File: config.mk
export PLATFORM = sky130hd
export DESIGN_NAME = fis_top
export DESIGN_NICKNAME = d
export VERILOG_FILES = /design/src/verilog/fis_pkg.sv /design/src/verilog/fis_timer.sv /design/src/verilog/fis_wbuf.sv /design/src/verilog/fis_top.sv
export SDC_FILE = /design/constraint.sdc
export NUM_CORES = 1
export LEC_CHECK = 0
export CAP_MARGIN = 25
export CORE_ASPECT_RATIO = 0.75
export CORE_MARGIN = 4
export CORE_UTILIZATION = 50
export DETAILED_ROUTE_END_ITERATION = 7
export DONT_BUFFER_PORTS = 1
export SYNTH_ARGS = -nofsm -noshare
export SYNTH_HDL_FRONTEND = slang
export SYNTH_HIERARCHICAL = 1
export SYNTH_SLANG_ARGS = --single-unit
File: constraint.sdc
create_clock -name hclk -period 3.85 [get_ports hclk]
set_input_delay 0.1925 -clock hclk [delete_from_list [all_inputs] [get_ports hclk]]
set_output_delay 0.1925 -clock hclk [all_outputs]
set_load 0.02 [all_outputs]
File: src/verilog/fis_pkg.sv
`default_nettype none
package fis_pkg;
	// ----------------------------------------------------------------
	// array geometry
	// ----------------------------------------------------------------
	localparam int ADDR_W     = 12;
	localparam int DATA_W     = 16;
	localparam int PAGE_W     = 5;
	localparam int PAGE_WORDS = 32;
	localparam int TMR_W      = 24;
	localparam logic [PAGE_W-1:0] PAGE_LAST = 5'h1f;

	// ----------------------------------------------------------------
	// register byte offsets
	// ----------------------------------------------------------------
	localparam logic [7:0] OFS_CTRL0 = 8'h00;
	localparam logic [7:0] OFS_CTRL1 = 8'h04;
	localparam logic [7:0] OFS_CTRL2 = 8'h08;
	localparam logic [7:0] OFS_ADRL  = 8'h0c;
	localparam logic [7:0] OFS_ADRH  = 8'h10;
	localparam logic [7:0] OFS_D0L   = 8'h14;
	localparam logic [7:0] OFS_D0H   = 8'h18;
	localparam logic [7:0] OFS_K1L   = 8'h1c;
	localparam logic [7:0] OFS_K1H   = 8'h20;
	localparam logic [7:0] OFS_K2L   = 8'h24;
	localparam logic [7:0] OFS_K2H   = 8'h28;
	localparam logic [7:0] OFS_K3L   = 8'h2c;
	localparam logic [7:0] OFS_K3H   = 8'h30;

	// ----------------------------------------------------------------
	// field positions and reset values
	// ----------------------------------------------------------------
	localparam int C0_OPSEL   = 0;
	localparam int C0_PERMIT  = 3;
	localparam int C0_ARM     = 4;
	localparam int C0_UNLOCK  = 5;
	localparam int C1_FETCH   = 0;
	localparam int C1_PROG    = 1;
	localparam int C1_CLEAR   = 2;
	localparam int C1_BUSY    = 3;
	localparam int C2_TSEL    = 0;
	localparam int ADRH_W     = 4;
	localparam logic [7:0] RST_BYTE = 8'h00;

	// ----------------------------------------------------------------
	// operation codes and unlock key
	// ----------------------------------------------------------------
	localparam logic [2:0] OP_WRITE  = 3'h0;
	localparam logic [2:0] OP_ERASE  = 3'h1;
	localparam logic [2:0] OP_READ   = 3'h3;
	localparam logic [2:0] OP_UNLOCK = 3'h6;
	localparam logic [23:0] KEY_LOW  = 24'hc30d00;
	localparam logic [23:0] KEY_HIGH = 24'h400904;

	// ----------------------------------------------------------------
	// timing
	// ----------------------------------------------------------------
	localparam int CLK_PERIOD_NS     = 10;
	localparam int PROG_SHORT_US     = 2000;
	localparam int PROG_LONG_US      = 4000;
	localparam int UNLOCK_WINDOW_US  = 100;
	localparam int INSTR_CLKS        = 4;
	localparam int FETCH_INSTR       = 3;
	localparam int PROG_SHORT_CYC    = PROG_SHORT_US * 1000 / CLK_PERIOD_NS;
	localparam int PROG_LONG_CYC     = PROG_LONG_US * 1000 / CLK_PERIOD_NS;
	localparam int UNLOCK_CYC        = UNLOCK_WINDOW_US * 1000 / CLK_PERIOD_NS;
	localparam int FETCH_CYC         = FETCH_INSTR * INSTR_CLKS;

	// ----------------------------------------------------------------
	// types
	// ----------------------------------------------------------------
	typedef enum logic [1:0] {ST_IDLE, ST_ERASE, ST_PROG, ST_FETCH} fis_state_t;

	typedef struct packed {
		logic              erase;
		logic              prog;
		logic              rd;
		logic [ADDR_W-1:0] addr;
		logic [DATA_W-1:0] wdata;
	} fis_flash_req_t;
endpackage : fis_pkg
`default_nettype wire

File: src/verilog/fis_timer.sv
`timescale 1ns/1ns
`default_nettype none
module fis_timer
	import fis_pkg::*;
(
	// clock and reset
	input  wire logic             hclk,
	input  wire logic             hresetn,
	// control
	input  wire logic             load,
	input  wire logic [TMR_W-1:0] load_val,
	// status
	output logic                  running,
	output logic                  done
);
	logic [TMR_W-1:0] cnt_reg;
	logic [TMR_W-1:0] cnt_next;

	always_comb begin
		cnt_next = cnt_reg;
		if (load) begin
			cnt_next = load_val;
		end else if (cnt_reg != '0) begin
			cnt_next = cnt_reg - TMR_W'(1);
		end
	end

	always_ff @(posedge hclk or negedge hresetn) begin
		if (!hresetn) begin
			cnt_reg <= '0;
		end else begin
			cnt_reg <= cnt_next;
		end
	end

	assign running = (cnt_reg != '0);
	assign done    = (cnt_reg == TMR_W'(1)) && !load;
endmodule : fis_timer
`default_nettype wire

File: src/verilog/fis_wbuf.sv
`timescale 1ns/1ns
`default_nettype none
module fis_wbuf
	import fis_pkg::*;
(
	// clock and reset
	input  wire logic              hclk,
	input  wire logic              hresetn,
	// fill side
	input  wire logic              clr,
	input  wire logic              we,
	input  wire logic [PAGE_W-1:0] widx,
	input  wire logic [DATA_W-1:0] wdata,
	// drain side
	input  wire logic [PAGE_W-1:0] ridx,
	output logic      [DATA_W-1:0] rdata,
	output logic                   rtag
);
	logic [DATA_W-1:0]     mem_reg [PAGE_WORDS];
	logic [DATA_W-1:0]     mem_next [PAGE_WORDS];
	logic [PAGE_WORDS-1:0] tag_reg;
	logic [PAGE_WORDS-1:0] tag_next;

	// ----------------------------------------------------------------
	// per-entry next state
	// ----------------------------------------------------------------
	genvar i;
	generate
		for (i = 0; i < PAGE_WORDS; i++) begin : g_ent
			always_comb begin
				mem_next[i] = mem_reg[i];
				tag_next[i] = tag_reg[i] && !clr;
				if (we && (widx == PAGE_W'(i))) begin
					mem_next[i] = wdata;
					tag_next[i] = 1'b1;
				end
			end

			always_ff @(posedge hclk or negedge hresetn) begin
				if (!hresetn) begin
					mem_reg[i] <= '0;
					tag_reg[i] <= 1'b0;
				end else begin
					mem_reg[i] <= mem_next[i];
					tag_reg[i] <= tag_next[i];
				end
			end
		end
	endgenerate

	assign rdata = mem_reg[ridx];
	assign rtag  = tag_reg[ridx];
endmodule : fis_wbuf
`default_nettype wire

File: src/verilog/fis_top.sv
// Overview of operation
// operation select 001 is erase mode.
// writing buffer clear high empties the whole page write buffer.
// erase trigger erases the whole addressed page, never part of it.
// hardware clears program trigger at end; software polls it low.
// operation select 000 is write mode.
// buffer holds 32 sixteen-bit words; software loads no more.
// write trigger programs whole buffer into page of upper address bits; code programs only words loaded since last clear.
// CPU stalls while erase, write or read runs.
// program trigger high time set by time select bit.
// erase and write only after unlock sets the unlocked flag.
// software keeps buffered addresses within one page.
// rewrite of the same page allowed without a new erase.
// clearing unlocked flag refuses further erase and write.
// read needs select 011 and fetch permit; no unlock needed.
// fetch trigger loads word into data word 0; self clears.
// fetch trigger falls about three instruction cycles after set.
// non-consecutive words each need own address, load and trigger.
// software blank-checks after erase, repeats if it fails.
// software runs at top clock rate for writes and verify.
// 110 plus unlock arm starts window; arm self clears at expiry.
// only correct key in window sets unlocked flag.
// high data byte write loads buffer and bumps address.
// address bump stops at page last word 11111b.
// triggers with wrong mode or locked state are ignored.
`timescale 1ns/1ns
`default_nettype none
module fis_top
	import fis_pkg::*;
#(
	parameter int PROG_CYC_SHORT = PROG_SHORT_CYC,
	parameter int PROG_CYC_LONG  = PROG_LONG_CYC,
	parameter int UNLOCK_WIN_CYC = UNLOCK_CYC,
	parameter int FETCH_WAIT_CYC = FETCH_CYC
) (
	// clock and reset
	input  wire logic           hclk,
	input  wire logic           hresetn,
	// ahb-lite slave
	input  wire logic           hsel,
	input  wire logic [31:0]    haddr,
	input  wire logic [1:0]     htrans,
	input  wire logic           hwrite,
	input  wire logic [2:0]     hsize,
	input  wire logic [31:0]    hwdata,
	input  wire logic           hready,
	output logic                hreadyout,
	output logic      [31:0]    hrdata,
	output logic                hresp,
	// flash array
	output fis_flash_req_t      flash_req,
	input  wire logic [DATA_W-1:0] flash_rdata,
	// cpu
	output logic                cpu_stall
);
	// ----------------------------------------------------------------
	// elaboration checks
	// ----------------------------------------------------------------
	if (PROG_CYC_SHORT <= PAGE_WORDS || PROG_CYC_LONG <= PAGE_WORDS ||
	    PROG_CYC_SHORT >= 2**TMR_W || PROG_CYC_LONG >= 2**TMR_W ||
	    UNLOCK_WIN_CYC < 1 || UNLOCK_WIN_CYC >= 2**TMR_W ||
	    FETCH_WAIT_CYC < 2 || FETCH_WAIT_CYC >= 2**TMR_W) begin : g_chk
		$error("fis_top: timing parameter out of range");
	end

	// ----------------------------------------------------------------
	// bus slave
	// ----------------------------------------------------------------
	logic        take;
	logic        wr_pend_reg, wr_pend_next;
	logic        rd_pend_reg, rd_pend_next;
	logic [7:0]  dp_addr_reg, dp_addr_next;
	logic        hreadyout_reg, hreadyout_next;
	logic [31:0] hrdata_reg, hrdata_next;
	logic [31:0] rd_mux;
	logic [7:0]  wd;

	assign take = hsel && htrans[1] && hready;
	assign wd   = hwdata[7:0];

	always_comb begin
		wr_pend_next   = take && hwrite;
		rd_pend_next   = take && !hwrite;
		dp_addr_next   = take ? haddr[7:0] : dp_addr_reg;
		hreadyout_next = !(take && !hwrite);
		hrdata_next    = rd_pend_reg ? rd_mux : 32'h0000_0000;
	end

	always_ff @(posedge hclk or negedge hresetn) begin
		if (!hresetn) begin
			wr_pend_reg   <= 1'b0;
			rd_pend_reg   <= 1'b0;
			dp_addr_reg   <= RST_BYTE;
			hreadyout_reg <= 1'b1;
			hrdata_reg    <= 32'h0000_0000;
		end else begin
			wr_pend_reg   <= wr_pend_next;
			rd_pend_reg   <= rd_pend_next;
			dp_addr_reg   <= dp_addr_next;
			hreadyout_reg <= hreadyout_next;
			hrdata_reg    <= hrdata_next;
		end
	end

	assign hreadyout = hreadyout_reg;
	assign hrdata    = hrdata_reg;
	assign hresp     = 1'b0;

	// ----------------------------------------------------------------
	// sequencer state
	// ----------------------------------------------------------------
	fis_state_t        state_reg, state_next;
	logic [2:0]        opsel_reg, opsel_next;
	logic              permit_reg, permit_next;
	logic              arm_reg, arm_next;
	logic              unlocked_reg, unlocked_next;
	logic              tsel_reg, tsel_next;
	logic              prog_trig_reg, prog_trig_next;
	logic              fetch_trig_reg, fetch_trig_next;
	logic [ADDR_W-1:0] addr_reg, addr_next;
	logic [7:0]        d0l_reg, d0l_next;
	logic [7:0]        d0h_reg, d0h_next;
	logic [23:0]       keyl_reg, keyl_next;
	logic [23:0]       keyh_reg, keyh_next;
	logic [PAGE_W:0]   walk_reg, walk_next;
	fis_flash_req_t    freq_reg, freq_next;
	logic              stall_reg, stall_next;

	logic              buf_clr, buf_we, buf_rtag;
	logic [DATA_W-1:0] buf_rdata;
	logic              op_load, op_done, arm_load, arm_done;
	logic [TMR_W-1:0]  op_val;

	fis_wbuf u_wbuf (
		.hclk    (hclk),
		.hresetn (hresetn),
		.clr     (buf_clr),
		.we      (buf_we),
		.widx    (addr_reg[PAGE_W-1:0]),
		.wdata   ({wd, d0l_reg}),
		.ridx    (walk_reg[PAGE_W-1:0]),
		.rdata   (buf_rdata),
		.rtag    (buf_rtag)
	);

	fis_timer u_op_tmr (
		.hclk     (hclk),
		.hresetn  (hresetn),
		.load     (op_load),
		.load_val (op_val),
		.running  (),
		.done     (op_done)
	);

	fis_timer u_arm_tmr (
		.hclk     (hclk),
		.hresetn  (hresetn),
		.load     (arm_load),
		.load_val (TMR_W'(UNLOCK_WIN_CYC)),
		.running  (),
		.done     (arm_done)
	);

	always_comb begin
		rd_mux = 32'h0000_0000;
		case (dp_addr_reg)
			OFS_CTRL0: rd_mux[7:0] = {2'b00, unlocked_reg, arm_reg, permit_reg, opsel_reg};
			OFS_CTRL1: rd_mux[7:0] = {4'h0, (state_reg != ST_IDLE), 1'b0, prog_trig_reg, fetch_trig_reg};
			OFS_CTRL2: rd_mux[C2_TSEL] = tsel_reg;
			OFS_ADRL:  rd_mux[7:0] = addr_reg[7:0];
			OFS_ADRH:  rd_mux[ADRH_W-1:0] = addr_reg[ADDR_W-1:8];
			OFS_D0L:   rd_mux[7:0] = d0l_reg;
			OFS_D0H:   rd_mux[7:0] = d0h_reg;
			OFS_K1L:   rd_mux[7:0] = keyl_reg[7:0];
			OFS_K1H:   rd_mux[7:0] = keyh_reg[7:0];
			OFS_K2L:   rd_mux[7:0] = keyl_reg[15:8];
			OFS_K2H:   rd_mux[7:0] = keyh_reg[15:8];
			OFS_K3L:   rd_mux[7:0] = keyl_reg[23:16];
			OFS_K3H:   rd_mux[7:0] = keyh_reg[23:16];
			default:   rd_mux = 32'h0000_0000;
		endcase
	end

	always_comb begin
		state_next      = state_reg;
		opsel_next      = opsel_reg;
		permit_next     = permit_reg;
		arm_next        = arm_reg;
		unlocked_next   = unlocked_reg;
		tsel_next       = tsel_reg;
		prog_trig_next  = prog_trig_reg;
		fetch_trig_next = fetch_trig_reg;
		addr_next       = addr_reg;
		d0l_next        = d0l_reg;
		d0h_next        = d0h_reg;
		keyl_next       = keyl_reg;
		keyh_next       = keyh_reg;
		walk_next       = walk_reg;
		freq_next       = '0;
		freq_next.addr  = freq_reg.addr;
		freq_next.wdata = freq_reg.wdata;
		buf_clr         = 1'b0;
		buf_we          = 1'b0;
		op_load         = 1'b0;
		op_val          = tsel_reg ? TMR_W'(PROG_CYC_LONG) : TMR_W'(PROG_CYC_SHORT);
		arm_load        = 1'b0;

		// software writes
		if (wr_pend_reg) begin
			case (dp_addr_reg)
				OFS_CTRL0: begin
					opsel_next  = wd[C0_OPSEL +: 3];
					permit_next = wd[C0_PERMIT];
					if (wd[C0_ARM] && (wd[C0_OPSEL +: 3] == OP_UNLOCK) && !arm_reg) begin
						arm_next = 1'b1;
						arm_load = 1'b1;
					end
					if (!wd[C0_UNLOCK]) begin
						unlocked_next = 1'b0;
					end
				end
				OFS_CTRL1: begin
					if (wd[C1_CLEAR]) begin
						buf_clr = 1'b1;
					end
					if (state_reg == ST_IDLE) begin
						if (wd[C1_PROG] && unlocked_reg && (opsel_reg == OP_ERASE)) begin
							state_next      = ST_ERASE;
							prog_trig_next  = 1'b1;
							op_load         = 1'b1;
							freq_next.erase = 1'b1;
							freq_next.addr  = {addr_reg[ADDR_W-1:PAGE_W], PAGE_W'(0)};
						end else if (wd[C1_PROG] && unlocked_reg && (opsel_reg == OP_WRITE)) begin
							state_next     = ST_PROG;
							prog_trig_next = 1'b1;
							op_load        = 1'b1;
							walk_next      = '0;
						end else if (wd[C1_FETCH] && permit_reg && (opsel_reg == OP_READ)) begin
							state_next      = ST_FETCH;
							fetch_trig_next = 1'b1;
							op_load         = 1'b1;
							op_val          = TMR_W'(FETCH_WAIT_CYC);
							freq_next.rd    = 1'b1;
							freq_next.addr  = addr_reg;
						end
					end
				end
				OFS_CTRL2: tsel_next = wd[C2_TSEL];
				OFS_ADRL:  addr_next[7:0] = wd;
				OFS_ADRH:  addr_next[ADDR_W-1:8] = wd[ADRH_W-1:0];
				OFS_D0L:   d0l_next = wd;
				OFS_D0H: begin
					d0h_next = wd;
					buf_we   = 1'b1;
					if (addr_reg[PAGE_W-1:0] != PAGE_LAST) begin
						addr_next = addr_reg + ADDR_W'(1);
					end
				end
				OFS_K1L:   keyl_next[7:0]   = wd;
				OFS_K1H:   keyh_next[7:0]   = wd;
				OFS_K2L:   keyl_next[15:8]  = wd;
				OFS_K2H:   keyh_next[15:8]  = wd;
				OFS_K3L:   keyl_next[23:16] = wd;
				OFS_K3H:   keyh_next[23:16] = wd;
				default: ;
			endcase
		end

		// unlock window
		if (arm_done) begin
			arm_next = 1'b0;
		end
		if (arm_reg && (keyl_reg == KEY_LOW) && (keyh_reg == KEY_HIGH)) begin
			unlocked_next = 1'b1;
		end

		// operations in progress
		case (state_reg)
			ST_IDLE: ;
			ST_ERASE: begin
				freq_next.erase = !op_done;
				if (op_done) begin
					state_next     = ST_IDLE;
					prog_trig_next = 1'b0;
				end
			end
			ST_PROG: begin
				if (walk_reg < (PAGE_W+1)'(PAGE_WORDS)) begin
					walk_next = walk_reg + (PAGE_W+1)'(1);
					if (buf_rtag) begin
						freq_next.prog  = 1'b1;
						freq_next.addr  = {addr_reg[ADDR_W-1:PAGE_W], walk_reg[PAGE_W-1:0]};
						freq_next.wdata = buf_rdata;
					end
				end
				if (op_done) begin
					state_next     = ST_IDLE;
					prog_trig_next = 1'b0;
				end
			end
			ST_FETCH: begin
				if (op_done) begin
					state_next      = ST_IDLE;
					fetch_trig_next = 1'b0;
					d0l_next        = flash_rdata[7:0];
					d0h_next        = flash_rdata[DATA_W-1:8];
				end
			end
			default: state_next = ST_IDLE;
		endcase

		stall_next = (state_next != ST_IDLE);
	end

	always_ff @(posedge hclk or negedge hresetn) begin
		if (!hresetn) begin
			state_reg      <= ST_IDLE;
			opsel_reg      <= OP_WRITE;
			permit_reg     <= 1'b0;
			arm_reg        <= 1'b0;
			unlocked_reg   <= 1'b0;
			tsel_reg       <= 1'b0;
			prog_trig_reg  <= 1'b0;
			fetch_trig_reg <= 1'b0;
			addr_reg       <= '0;
			d0l_reg        <= RST_BYTE;
			d0h_reg        <= RST_BYTE;
			keyl_reg       <= '0;
			keyh_reg       <= '0;
			walk_reg       <= '0;
			freq_reg       <= '0;
			stall_reg      <= 1'b0;
		end else begin
			state_reg      <= state_next;
			opsel_reg      <= opsel_next;
			permit_reg     <= permit_next;
			arm_reg        <= arm_next;
			unlocked_reg   <= unlocked_next;
			tsel_reg       <= tsel_next;
			prog_trig_reg  <= prog_trig_next;
			fetch_trig_reg <= fetch_trig_next;
			addr_reg       <= addr_next;
			d0l_reg        <= d0l_next;
			d0h_reg        <= d0h_next;
			keyl_reg       <= keyl_next;
			keyh_reg       <= keyh_next;
			walk_reg       <= walk_next;
			freq_reg       <= freq_next;
			stall_reg      <= stall_next;
		end
	end

	assign flash_req = freq_reg;
	assign cpu_stall = stall_reg;
endmodule : fis_top
`default_nettype wire

Word level (Yosys, flattened, before mapping):

Cells that the tools add are included.

* equal/unequal tests: 56
* bitwise operators: 1
* magnitude comparators: 3
* multiplexer cells: 133
* $add $sub $neg: 4
* reductions and logical operators: 118

Operator list (count)
* 24-bit 2-to-1 mux: 9
* 28-bit 2-to-1 mux: 3
* 16-bit binary-select mux with 5-bit select: 1
* 5-bit == test, second input constant: 16
* 1-bit logical AND: 79
* 1-bit 2-to-1 mux: 79
* 8-bit 2-to-1 mux: 9
* 13-bit 2-to-1 mux: 5
* 24-bit by 1-bit == test with 1-bit output, second input constant: 2
* 24-bit nonzero test: 2
* 24-bit by 1-bit subtractor with 24-bit output, second input constant: 2
* 6-bit 2-to-1 mux: 7
* 5-bit by 4-bit == test with 1-bit output, second input constant: 8
* 8-bit by 6-bit == test with 1-bit output, second input constant: 5
* 4-bit case mux with 10 select lines: 1
* 19-bit 2-to-1 mux: 2
* 3-bit case mux with 12 select lines: 1
* 8-bit by 5-bit == test with 1-bit output, second input constant: 4
* 16-bit 2-to-1 mux: 2
* 24-bit by 23-bit == test with 1-bit output, second input constant: 1
* 24-bit == test, second input constant: 1
* 12-bit 2-to-1 mux: 2
* 2-bit nonzero test: 11
* 5-bit by 3-bit == test with 1-bit output, second input constant: 4
* other kinds (32): 59

* register bits after elaboration: 736
* word-level logic and storage cells: 411
* bits of input ports: 90
* output and inout bits: 66

Longest topological paths before layout:

Gate-level depths: netlist of the first run.

* word-level depth: 13
* mapped depth: 13
* mapped depth without buffers: 9

Modules after synthesis:

The synthesis of the first run kept the hierarchy.

Modules (own cells, without submodules)
* fis_wbuf: seq. area each 13613.1 µm², area each 25104.1 µm², cells an instance 1852, instances 1
* fis_top: seq. area each 3604.7 µm², area each 7367.1 µm², cells an instance 641, instances 1
* fis_timer: seq. area each 600.6 µm², area each 1403.8 µm², cells an instance 152, instances 2

Worst setup path after synthesis of the first run:

No wires, ideal clock.

* path kind: register to register
* start point: register dp_addr_reg[1]
* end point: register u_wbuf/mem_reg[230] (netlist name)
* buffers on the path: 4
* setup time: 0.125 ns
* stages on the path, launching flop included: 12
* data required time: 3.725 ns
* clock period less this slack: 3.074 ns
* data arrival time: 2.949 ns
* setup slack: 0.776 ns
* cells stage by stage: dfrtp_1 buf_2 nor4b_2 nand3_1 clkbuf_1 inv_1 nand2_1 or2_1 buf_2 nor3_4 buf_4 mux2_2

* cells in the longest elaborated chain, start to end: 4

Ends and longest elaborated chain
* start: declaration: RTL line fis_top.sv:72 `logic [7:0] dp_addr_reg, dp_addr_next;`
* start signal: assignment: RTL line fis_top.sv:99 `dp_addr_reg <= dp_addr_next;`
* 8-bit by 5-bit == test with 1-bit output: RTL line fis_top.sv:210 `case (dp_addr_reg)`
* 1-bit 2-to-1 mux: RTL line fis_top.sv:210
* 1-bit 2-to-1 mux: RTL line fis_top.sv:209 `if (wr_pend_reg) begin`
* net buf_we: RTL line fis_top.sv:129 `logic buf_clr, buf_we, buf_rtag;`
* 1-bit logical AND: RTL line fis_wbuf.sv:33 `if (we && (widx == PAGE_W'(i))) begin`
* end signal: indexed assignment: RTL line fis_wbuf.sv:44 `mem_reg[i] <= mem_next[i];`
* end: declaration: RTL line fis_wbuf.sv:19 `logic [DATA_W-1:0] mem_reg [PAGE_WORDS];`

The timed path passes the listed nets, and every way through them passes these cells.
A chain may end at the register's enable or synchronous reset.

Worst setup path after layout of the first run:

* start point: register dp_addr_reg[2]
* end point: register d0l_reg[6]

* cells in the longest elaborated chain, start to end: 7
* elaborated cells between the ends (all ways): 10
* classes of those cells: 2 x eq/ne; 6 x mux; 2 x reduce/logical

Ends and longest elaborated chain
* 8-bit by 3-bit == test with 1-bit output: RTL line fis_top.sv:210
* 1-bit 2-to-1 mux: RTL line fis_top.sv:210
* 1-bit 2-to-1 mux: RTL line fis_top.sv:209
* net op_load: RTL line fis_top.sv:131 `logic op_load, op_done, arm_load, arm_done;`
* 1-bit zero test: RTL line fis_timer.sv:37 `assign done = (cnt_reg == TMR_W'(1)) && !load;`
* 1-bit logical AND: RTL line fis_timer.sv:37
* net op_done: RTL line fis_top.sv:131
* 8-bit 2-to-1 mux: RTL line fis_top.sv:302 `if (op_done) begin`
* 8-bit 2-to-1 mux: RTL line fis_top.sv:278 `case (state_reg)`
* net d0l_next[6]: RTL line fis_top.sv:121 `logic [7:0] d0l_reg, d0l_next;`
* end signal: assignment: RTL line fis_top.sv:343 `d0l_reg <= d0l_next;`
* end: declaration: RTL line fis_top.sv:121

The timed path passes the listed nets, and every way through them passes these cells.

==> flow_summary_export.csv, run 1 <==
group,metric,value,unit
outcome,status,"complete, but fails checks",
outcome,violations,"negative hold slack, max-slew violations",
sta,tns,0,ns
critical_path,critPathLaunchType,"flop",
sta,hold_viol_final,508,
sta,finalCritPeriodShare,95.8,%
floorplan,coreArea,0.0700,mm2
critical_path,reg2reg_depth,10,
route,firstDrtPassIters,5,
sta,fin_crit,3.69,ns
floorplan,die_h,238,um
critical_path,r2r_start,"dp_addr_reg[2]",
global_route,grt_usage,25.9,%
clocking,cts_tree,"done",
sta,setup_viol,0,
critical_path,crit_path_start,"dp_addr_reg[2]",
sta,hold_ws,-0.711,ns
sta,relSlewSlack,-117,%
power_and_ir_drop,p_per_area,425,mW/mm2
placed_design,dp_slack,0.596,ns
power_and_ir_drop,p_total,16800,uW
min_path,hold_class,"primary input to asynchronous set/reset pin",
route,vias,23100,
power_and_ir_drop,ir_worst_vdd,0.000290,V
sta,max_freq,0.271,GHz
critical_path,crit_path_end_kind,"flop",
critical_path,worstSetupPathType,"flop to flop",
sta,rsz0062_at_grt,"no",
layout,nNetsFinal,2943,
yosys,yosysWarnings,6,
placed_design,hpwl,57200,um
clocking,clk-insertion-delay-late,0.62,ns
sta,fin_worst_skew,0.0142,ns
yosys,synthCells,2795,
global_route,grt_start_max_net_pins,737,
critical_path,cp_max_fo,33,
job,max_cap_viol_count,0,
floorplan,die_area,0.0749,mm2
global_route,grt_pass1_vias,23800,
layout,regArea,0.0184,mm2
clocking,postCtsHoldBufs,64,
route,wl_per_cell,25.1,um
sta,postLayoutSetupSlackWorst,0.162,ns
clocking,clk_pin_slew_worst_paths,0.06,ns
yosys,syn_area_per_cell,12.6,um2
sta,slew_violations,665,
layout,drive_gt1_share,29.9,%
sta,tightest_slew,3.25,ns
clocking,numCtsBuffers,76,
global_route,antenna_found_initial,4,
placed_design,gp_congestion,0.904,
layout,fin_util,56.5,%
critical_path,cp-endpoint,"d0l_reg[6]",
clocking,cts-root-buf,"clkbuf_16",
critical_path,rrSetupSlack,0.16,ns
clocking,cts_buffer_depth,3,
route,drt_iter0_markers,1937,
layout,syn2layout_area_growth,12.2,%
layout,nFillCells,5848,
placed_design,portBuffers,0,
floorplan,start_util,50.4,%
floorplan,rows,84,
layout,multi_input_area,0.0158,mm2
critical_path,crit_required,4.35,ns
layout,largest_register_ffs,512,
yosys,syn_area,0.0353,mm2
clocking,cts_num_sinks,736,
power_and_ir_drop,p_leak,0.0197,uW
route,route.detailed.drc,0,
clocking,htreeDepth,3,
floorplan,die_w,315,um
route,viasPerCell,6.01,
global_route,grt_overflow,0,
critical_path,r2r_end,"d0l_reg[6]",
route,routed_wl,96800,um
route,ant_nets,0,
critical_path,cp.arrival,4.19,ns
floorplan,io_pins,156,
global_route,grt_pass1_wl,148000,um
## cells in the final DEF, fill, tap and decap left out, types with 40 or more instances in the layout
cell / count
dfrtp_1: 732
mux2_2: 582
mux2i_1: 300
nand2_1: 141
clkbuf_16: 79
buf_4: 78
a22oi_1: 77
nand3_1: 65
conb_1: 61
dlygate4sd3_1: 56
o21ai_0: 49
a21oi_1: 49
nor2_1: 40
## routing by layer
| metal | track usage (%) | vias to the layer above | part of all wire, % |
|---|---|---|---|
| met3 | 5.14 | 169 | 6.3 |
| met1 | 37.8 | 12100 | 46 |
| met4 | 8.63 | 4 | 3.6 |
| met5 | 0.568 | - | 0.068 |
| li1 | - | 10200 | - |
| met2 | 39.0 | 679 | 44 |
## timing repair
| action | CTS | global route |
|---|---|---|
| setup buffers | 0 | 6 |
| setup endpoints to repair | 0 | 16 |
| resized for setup | 0 | 2 |
| endpoints found under the hold margin | 1085 | 736 |
## through the flow
| step | instance area, um2 | instances |
|---|---|---|
| 2_1_floorplan | 35500 | 2854 |
| 3_3_place_gp | 36200 | 3635 |
| 3_5_place_dp | 36200 | 3635 |
| 4_1_cts | 39400 | 3836 |
| 5_1_grt | 39600 | 3851 |
| 6_report | 39600 | 3854 |
## worst min path at each step
| stage | from | end | slack (ns) | cells after the start |
|---|---|---|---|---|
| 2_1_floorplan | hresetn | addr_reg[0] | -0.10 | 0 |
| 3_3_place_gp | hresetn | u_wbuf/mem_reg[332] | -0.07 | 0 |
| 3_5_place_dp | hresetn | u_wbuf/mem_reg[332] | -0.07 | 0 |
| 4_1_cts | hresetn | u_wbuf/mem_reg[332] | -0.74 | 0 |
| 5_1_grt | hresetn | u_wbuf/mem_reg[332] | -0.75 | 0 |
| 6_report | hresetn | u_wbuf/mem_reg[332] | -0.71 | 0 |
## final cells by class
class / count / area share [%]
Tap cell: 946 / 2.99
Inverter: 29 / 0.275
Clock inverter: 14 / 0.383
Antenna cell: 10 / 0.0632
Sequential cell: 736 / 46.6
Multi-Input combinational cell: 1846 / 40.0
Timing Repair Buffer: 150 / 3.72
Clock buffer: 123 / 6.00
## where the power goes
group          switching (uW)  internal, uW
sequential                294          7960
clock                    3060          4410
combinational             598           489
## critical path: stages, from the launching register on
cell           delay [ns]
dfrtp_1              0.52
nor4b_2              0.23
buf_4                0.18
and4_1               0.32
o21a_1               0.18
or4b_2               0.63
nor3_2               0.26
and2_1               0.18
buf_4                0.32
o21ai_0              0.16
dlygate4sd3_1        0.58
Note: power is estimated with default switching activity, not from simulation.
==> inputs of run 2 (changes only) <==
- CAP_MARGIN: 25 -> 20
- CORE_UTILIZATION: 50 -> 45
==> flow_summary_export.csv, run 2 (same netlist as run 1, synthesis figures left out) <==
group,metric,value,unit
outcome,status,"complete, but fails checks",
outcome,violations,"negative hold slack, max-slew violations",
global_route,grt_pass1_vias,23800,
power_and_ir_drop,p_per_area,418,mW/mm2
floorplan,io_pins,156,
power_and_ir_drop,ir_worst_vdd,0.000317,V
layout,final_cell_mix,"731 x dfrtp_1, 582 x mux2_2, 300 x mux2i_1",
critical_path,crit_top_cell,"buf_4",
critical_path,cpMaxStageDelayCell,"or4b_2",
clocking,htreeDepth,3,
critical_path,crit_path_end_kind,"flop",
power_and_ir_drop,power.combinational.fraction,6.7,%
global_route,grt_overflow,0,
critical_path,cp.buffers_inverters,3,
placed_design,gp_congestion,0.886,
route,wl_per_cell,24.4,um
sta,finalCritPeriodShare,94.7,%
layout,nFillCells,6654,
layout,regArea,0.0184,mm2
job,max_cap_viol_count,0,
floorplan,coreArea,0.0773,mm2
route,viasPerCell,5.88,
clocking,cts_tree,"done",
placed_design,hpwl,57000,um
power_and_ir_drop,power_frac_clock,43.5,%
critical_path,cp_max_fo,33,
power_and_ir_drop,swShare,23.5,%
clocking,postCtsHoldBufs,66,
clocking,numCtsBuffers,75,
critical_path,cp.arrival,4.15,ns
power_and_ir_drop,p_leak,0.0197,uW
route,drt_iter0_markers,2000,
clocking,cts_buffer_depth,3,
critical_path,critPathMaxStageDelay,0.63,ns
floorplan,rows,88,
layout,syn2layout_area_growth,12.1,%
floorplan,start_util,45.6,%
sta,max_freq,0.274,GHz
global_route,grt_pass1_wl,148000,um
sta,tightest_slew,1.75,ns
power_and_ir_drop,p_seq_share,49.8,%
clocking,cts_num_sinks,736,
sta,fin_crit,3.65,ns
power_and_ir_drop,power_switching,3890,uW
floorplan,die_w,331,um
floorplan,die_area,0.0830,mm2
layout,final_common_cell,"dfrtp_1",
sta,rsz0062_at_grt,"no",
global_route,grt_start_max_net_pins,737,
clocking,clk-insertion-delay-late,0.63,ns
sta,slew_violations,409,
clocking,clk_pin_slew_worst_paths,0.06,ns
critical_path,crit_chain,"nor4b_2, buf_4, and4_1, o21a_1, or4b_2, nor3_2, and2_1, buf_4, o21ai_0, dlygate4sd3_1",
power_and_ir_drop,intPower,12600,uW
sta,relSlewSlack,-16.6,%
global_route,grt_usage,22.9,%
critical_path,critPathLaunchType,"flop",
layout,multi_input_area,0.0158,mm2
placed_design,portBuffers,0,
route,route.detailed.drc,0,
route,ant_nets,0,
layout,drive_gt1_share,29.7,%
sta,tns,0,ns
floorplan,die_h,250,um
critical_path,crit_family,"simple AND/OR/NAND/NOR gates",
sta,fin_worst_skew,0.0198,ns
sta,hold_ws,-0.714,ns
critical_path,crit_required,4.35,ns
sta,setup_viol,0,
layout,nNetsFinal,2945,
sta,hold_viol_final,735,
min_path,hold_class,"primary input to asynchronous set/reset pin",
critical_path,worstSetupPathType,"flop to flop",
layout,largest_register_ffs,512,
route,vias,23100,
route,routed_wl,96000,um
global_route,antenna_found_initial,4,
route,firstDrtPassIters,6,
clocking,cts-root-buf,"clkbuf_16",
==> run 2: metrics by stage <==
stage | instance area, um2 | power [uW] | util (%) | cells | setup slack (ns)
after floorplan | 35500 | 9090 | - | 2854 | 0.776
after global placement | 36400 | 9280 | 47.1 | 3733 | 0.730
after detailed placement | 36400 | 9320 | 47.1 | 3733 | 0.575
after CTS | 39500 | 16700 | 51.1 | 3930 | 0.101
after global routing | 39500 | 17200 | 51.2 | 3930 | 0.0200
final | 39500 | 16500 | 51.2 | 3932 | 0.205
==> run 2: worst reg2reg max path, delay by kind of cell, from the launching register on <==
family | cells | cell delay (ns)
AO/OA/AOI/OAI | 2 | 0.38
buffers and inverters | 3 | 1.06
flip-flops | 1 | 0.49
AND/OR/NAND/NOR | 5 | 1.60
==> run 2: metal layers <==
layer	vias to the layer above	track usage (%)	routed length (um)
met1	12100	33.4	44100
met3	166	4.43	6470
met5	-	0	0
li1	10200	-	-
met4	0	6.44	2600
met2	684	35.0	42900
==> run 2: repair_timing <==
item	CTS	global route
setup buffers	0	0
resized for setup	0	4
hold endpoints to repair	1086	736
setup endpoints to repair	0	16
==> run 2: layout make-up <==
cell class / count / share of cell area (%)
flip-flops and latches: 736 / 46.6
multi-input cells: 1846 / 40.0
clock buffers: 115 / 5.65
repair buffers: 153 / 3.74
well taps: 1035 / 3.27
clock inverters: 16 / 0.418
inverters: 29 / 0.275
diodes: 2 / 0.0127
==> run 2: worst paths after layout <==
check                                    from                    to  slack [ns]  cells after the start
min                                   hresetn  u_arm_tmr/cnt_reg[2]       -0.71                      0
max reg2reg                    dp_addr_reg[2]            d0l_reg[3]        0.20                     10
min reg2reg                u_wbuf/tag_reg[13]    u_wbuf/tag_reg[13]        0.48                      1
max                            dp_addr_reg[2]            d0l_reg[3]        0.20                     10
min in group hclk                   hwdata[0]         flash_req[19]        0.05                      4
max in group asynchronous             hresetn   u_wbuf/mem_reg[361]        3.17                      0
==> run 2: power groups by stage <==
stage | clock network (uW) | logic [uW] | registers, uW
final | 7200 | 1110 | 8230
after global routing | 7700 | 1210 | 8250
after CTS | 7390 | 1100 | 8220
after detailed placement | 0 | 964 | 8360
after global placement | 0 | 936 | 8350
after floorplan | 0 | 836 | 8260
==> inputs of run 3 (changes only) <==
- CELL_PAD_IN_SITES_DETAIL_PLACEMENT: default -> 1
- CELL_PAD_IN_SITES_GLOBAL_PLACEMENT: default -> 1
- CORE_MARGIN: 4 -> 5
- PLACE_DENSITY_LB_ADDON: default -> 0.1
- SKIP_LAST_GASP: default -> 1
==> flow_summary_export.csv, run 3 (same netlist as run 1, synthesis figures left out) <==
group,metric,value,unit
outcome,violations,"negative hold slack, max-slew violations",
placed_design,dp_slack,0.536,ns
placed_design,gp_congestion,0.902,
clocking,post_cts_buffers,0,
critical_path,r2r_start,"dp_addr_reg[2]",
sta,rsz0062_at_grt,"no",
critical_path,cpMaxStageDelayCell,"or4b_2",
critical_path,crit_required,4.37,ns
floorplan,die_h,252,um
layout,nNetsFinal,2938,
sta,tightest_slew,4.20,ns
route,firstDrtPassIters,5,
outcome,status,"complete, but fails checks",
critical_path,critPathMaxStageDelay,0.63,ns
floorplan,coreArea,0.0773,mm2
placed_design,dpl.cell_count,3726,
route,vias,23400,
floorplan,io_pins,156,
clocking,clk_pin_slew_worst_paths,0.06,ns
global_route,grt_pass1_vias,25200,
critical_path,crit_chain,"nor4b_2, buf_4, and4_1, o21a_1, or4b_2, nor3_2, and2_1, buf_4, o21ai_0, dlygate4sd3_1",
floorplan,start_util,45.6,%
sta,postLayoutSetupSlackWorst,0.221,ns
sta,hold_ws,-0.726,ns
floorplan,die_area,0.0841,mm2
placed_design,hpwl,61600,um
min_path,hold_class,"primary input to asynchronous set/reset pin",
sta,setup_viol,0,
global_route,grt_overflow,0,
power_and_ir_drop,power_frac_clock,44.6,%
layout,nFillCells,7744,
layout,fin_util,51.3,%
clocking,cts_num_sinks,736,
power_and_ir_drop,p_per_area,427,mW/mm2
sta,hold_viol_final,424,
power_and_ir_drop,swShare,24.1,%
critical_path,crit_top_cell,"buf_4",
job,max_cap_viol_count,0,
critical_path,worstSetupPathType,"flop to flop",
layout,drive_gt1_share,29.8,%
critical_path,r2r_end,"d0h_reg[7]",
route,wl_per_cell,26.6,um
floorplan,die_w,333,um
layout,fin_cells,3939,
layout,regArea,0.0184,mm2
critical_path,crit_path_end_kind,"flop",
layout,largest_register_ffs,512,
clocking,cts_buffer_depth,3,
sta,fin_crit,3.63,ns
power_and_ir_drop,p_leak,0.0197,uW
layout,multi_input_area,0.0158,mm2
global_route,grt_pass1_wl,161000,um
clocking,numCtsBuffers,77,
route,viasPerCell,5.94,
sta,fin_worst_skew,0.0284,ns
sta,max_freq,0.276,GHz
sta,tns,0,ns
sta,relSlewSlack,-180,%
global_route,grt_start_max_net_pins,737,
global_route,antenna_found_initial,5,
critical_path,crit_family,"simple AND/OR/NAND/NOR gates",
global_route,grt_usage,24.8,%
placed_design,portBuffers,0,
layout,syn2layout_area_growth,12.3,%
route,ant_nets,0,
layout,final_cell_mix,"731 x dfrtp_1, 582 x mux2_2, 300 x mux2i_1",
route,routed_wl,105000,um
sta,finalCritPeriodShare,94.3,%
clocking,clk-insertion-delay-late,0.64,ns
route,route.detailed.drc,0,
power_and_ir_drop,power.combinational.fraction,6.6,%
layout,final_common_cell,"dfrtp_1",
power_and_ir_drop,p_seq_share,48.8,%
power_and_ir_drop,ir_worst_vdd,0.000340,V
clocking,cts-root-buf,"clkbuf_16",
critical_path,cp_max_fo,33,
critical_path,reg2reg_depth,10,
critical_path,critPathLaunchType,"flop",
critical_path,rrSetupSlack,0.22,ns
clocking,postCtsHoldBufs,64,
power_and_ir_drop,power_switching,4070,uW
route,drt_iter0_markers,1676,
clocking,htreeDepth,3,
clocking,cts_tree,"done",
floorplan,rows,88,
sta,slew_violations,639,
critical_path,cp.arrival,4.14,ns
power_and_ir_drop,intPower,12800,uW
critical_path,cp.buffers_inverters,3,
run 3: cell type report:
| type | instances | area share (%) |
|---|---|---|
| Inverter | 29 | 0.275 |
| Multi-Input combinational cell | 1846 | 40.0 |
| Tap cell | 1035 | 3.27 |
| Timing Repair Buffer | 144 | 3.51 |
| Clock buffer | 120 | 5.80 |
| Clock inverter | 18 | 0.594 |
| Antenna cell | 11 | 0.0695 |
| Sequential cell | 736 | 46.5 |
run 3: through the flow:
| stage | total power (uW) | hold WS [ns] | area, um2 |
|---|---|---|---|
| 2_1_floorplan | 9090 | -0.103 | 35500 |
| 3_3_place_gp | 9280 | -0.0854 | 36300 |
| 3_5_place_dp | 9340 | -0.0815 | 36300 |
| 4_1_cts | 17100 | -0.768 | 39600 |
| 5_1_grt | 17500 | -0.772 | 39600 |
| 6_report | 16900 | -0.726 | 39600 |
run 3: how the worst max path moves through the flow:
stage,start,end,slack [ns],cells past startpoint
2_1_floorplan,dp_addr_reg[1],u_wbuf/mem_reg[230],0.78,11
3_3_place_gp,dp_addr_reg[4],u_wbuf/mem_reg[443],0.68,7
3_5_place_dp,dp_addr_reg[4],u_wbuf/mem_reg[413],0.54,7
4_1_cts,dp_addr_reg[1],d0h_reg[7],0.23,10
5_1_grt,dp_addr_reg[4],d0h_reg[7],0.07,10
6_report,dp_addr_reg[2],d0h_reg[7],0.22,10
run 3: power groups by stage:
| stage | clock network (uW) | logic, uW | registers [uW] |
|---|---|---|---|
| 3_3_place_gp | 0 | 918 | 8370 |
| 5_1_grt | 8060 | 1200 | 8280 |
| 4_1_cts | 7730 | 1100 | 8250 |
| 3_5_place_dp | 0 | 956 | 8390 |
| 2_1_floorplan | 0 | 836 | 8260 |
| 6_report | 7540 | 1110 | 8260 |
run 3: routing by layer:
layer	GRT usage [%]	part of all wire (%)	vias up
li1	-	-	10200
met1	35.8	46	12500
met2	39.1	46	509
met3	4.05	4.8	162
met4	6.91	2.7	2
met5	0	0.0086	-
run 3: timing repair:
| action | 4_1_cts | 5_1_grt |
|---|---|---|
| resized for setup | 0 | 3 |
| endpoints found under the hold margin | 1085 | 736 |
| endpoints found under the setup margin | 0 | 12 |
run 3: worst reg2reg max path: cells and delay by family, from the launching register on:
kind            cells  cell delay (ns)
flops               1             0.53
compound gates      2             0.35
buf+inv             3             1.10
simple gates        5             1.56
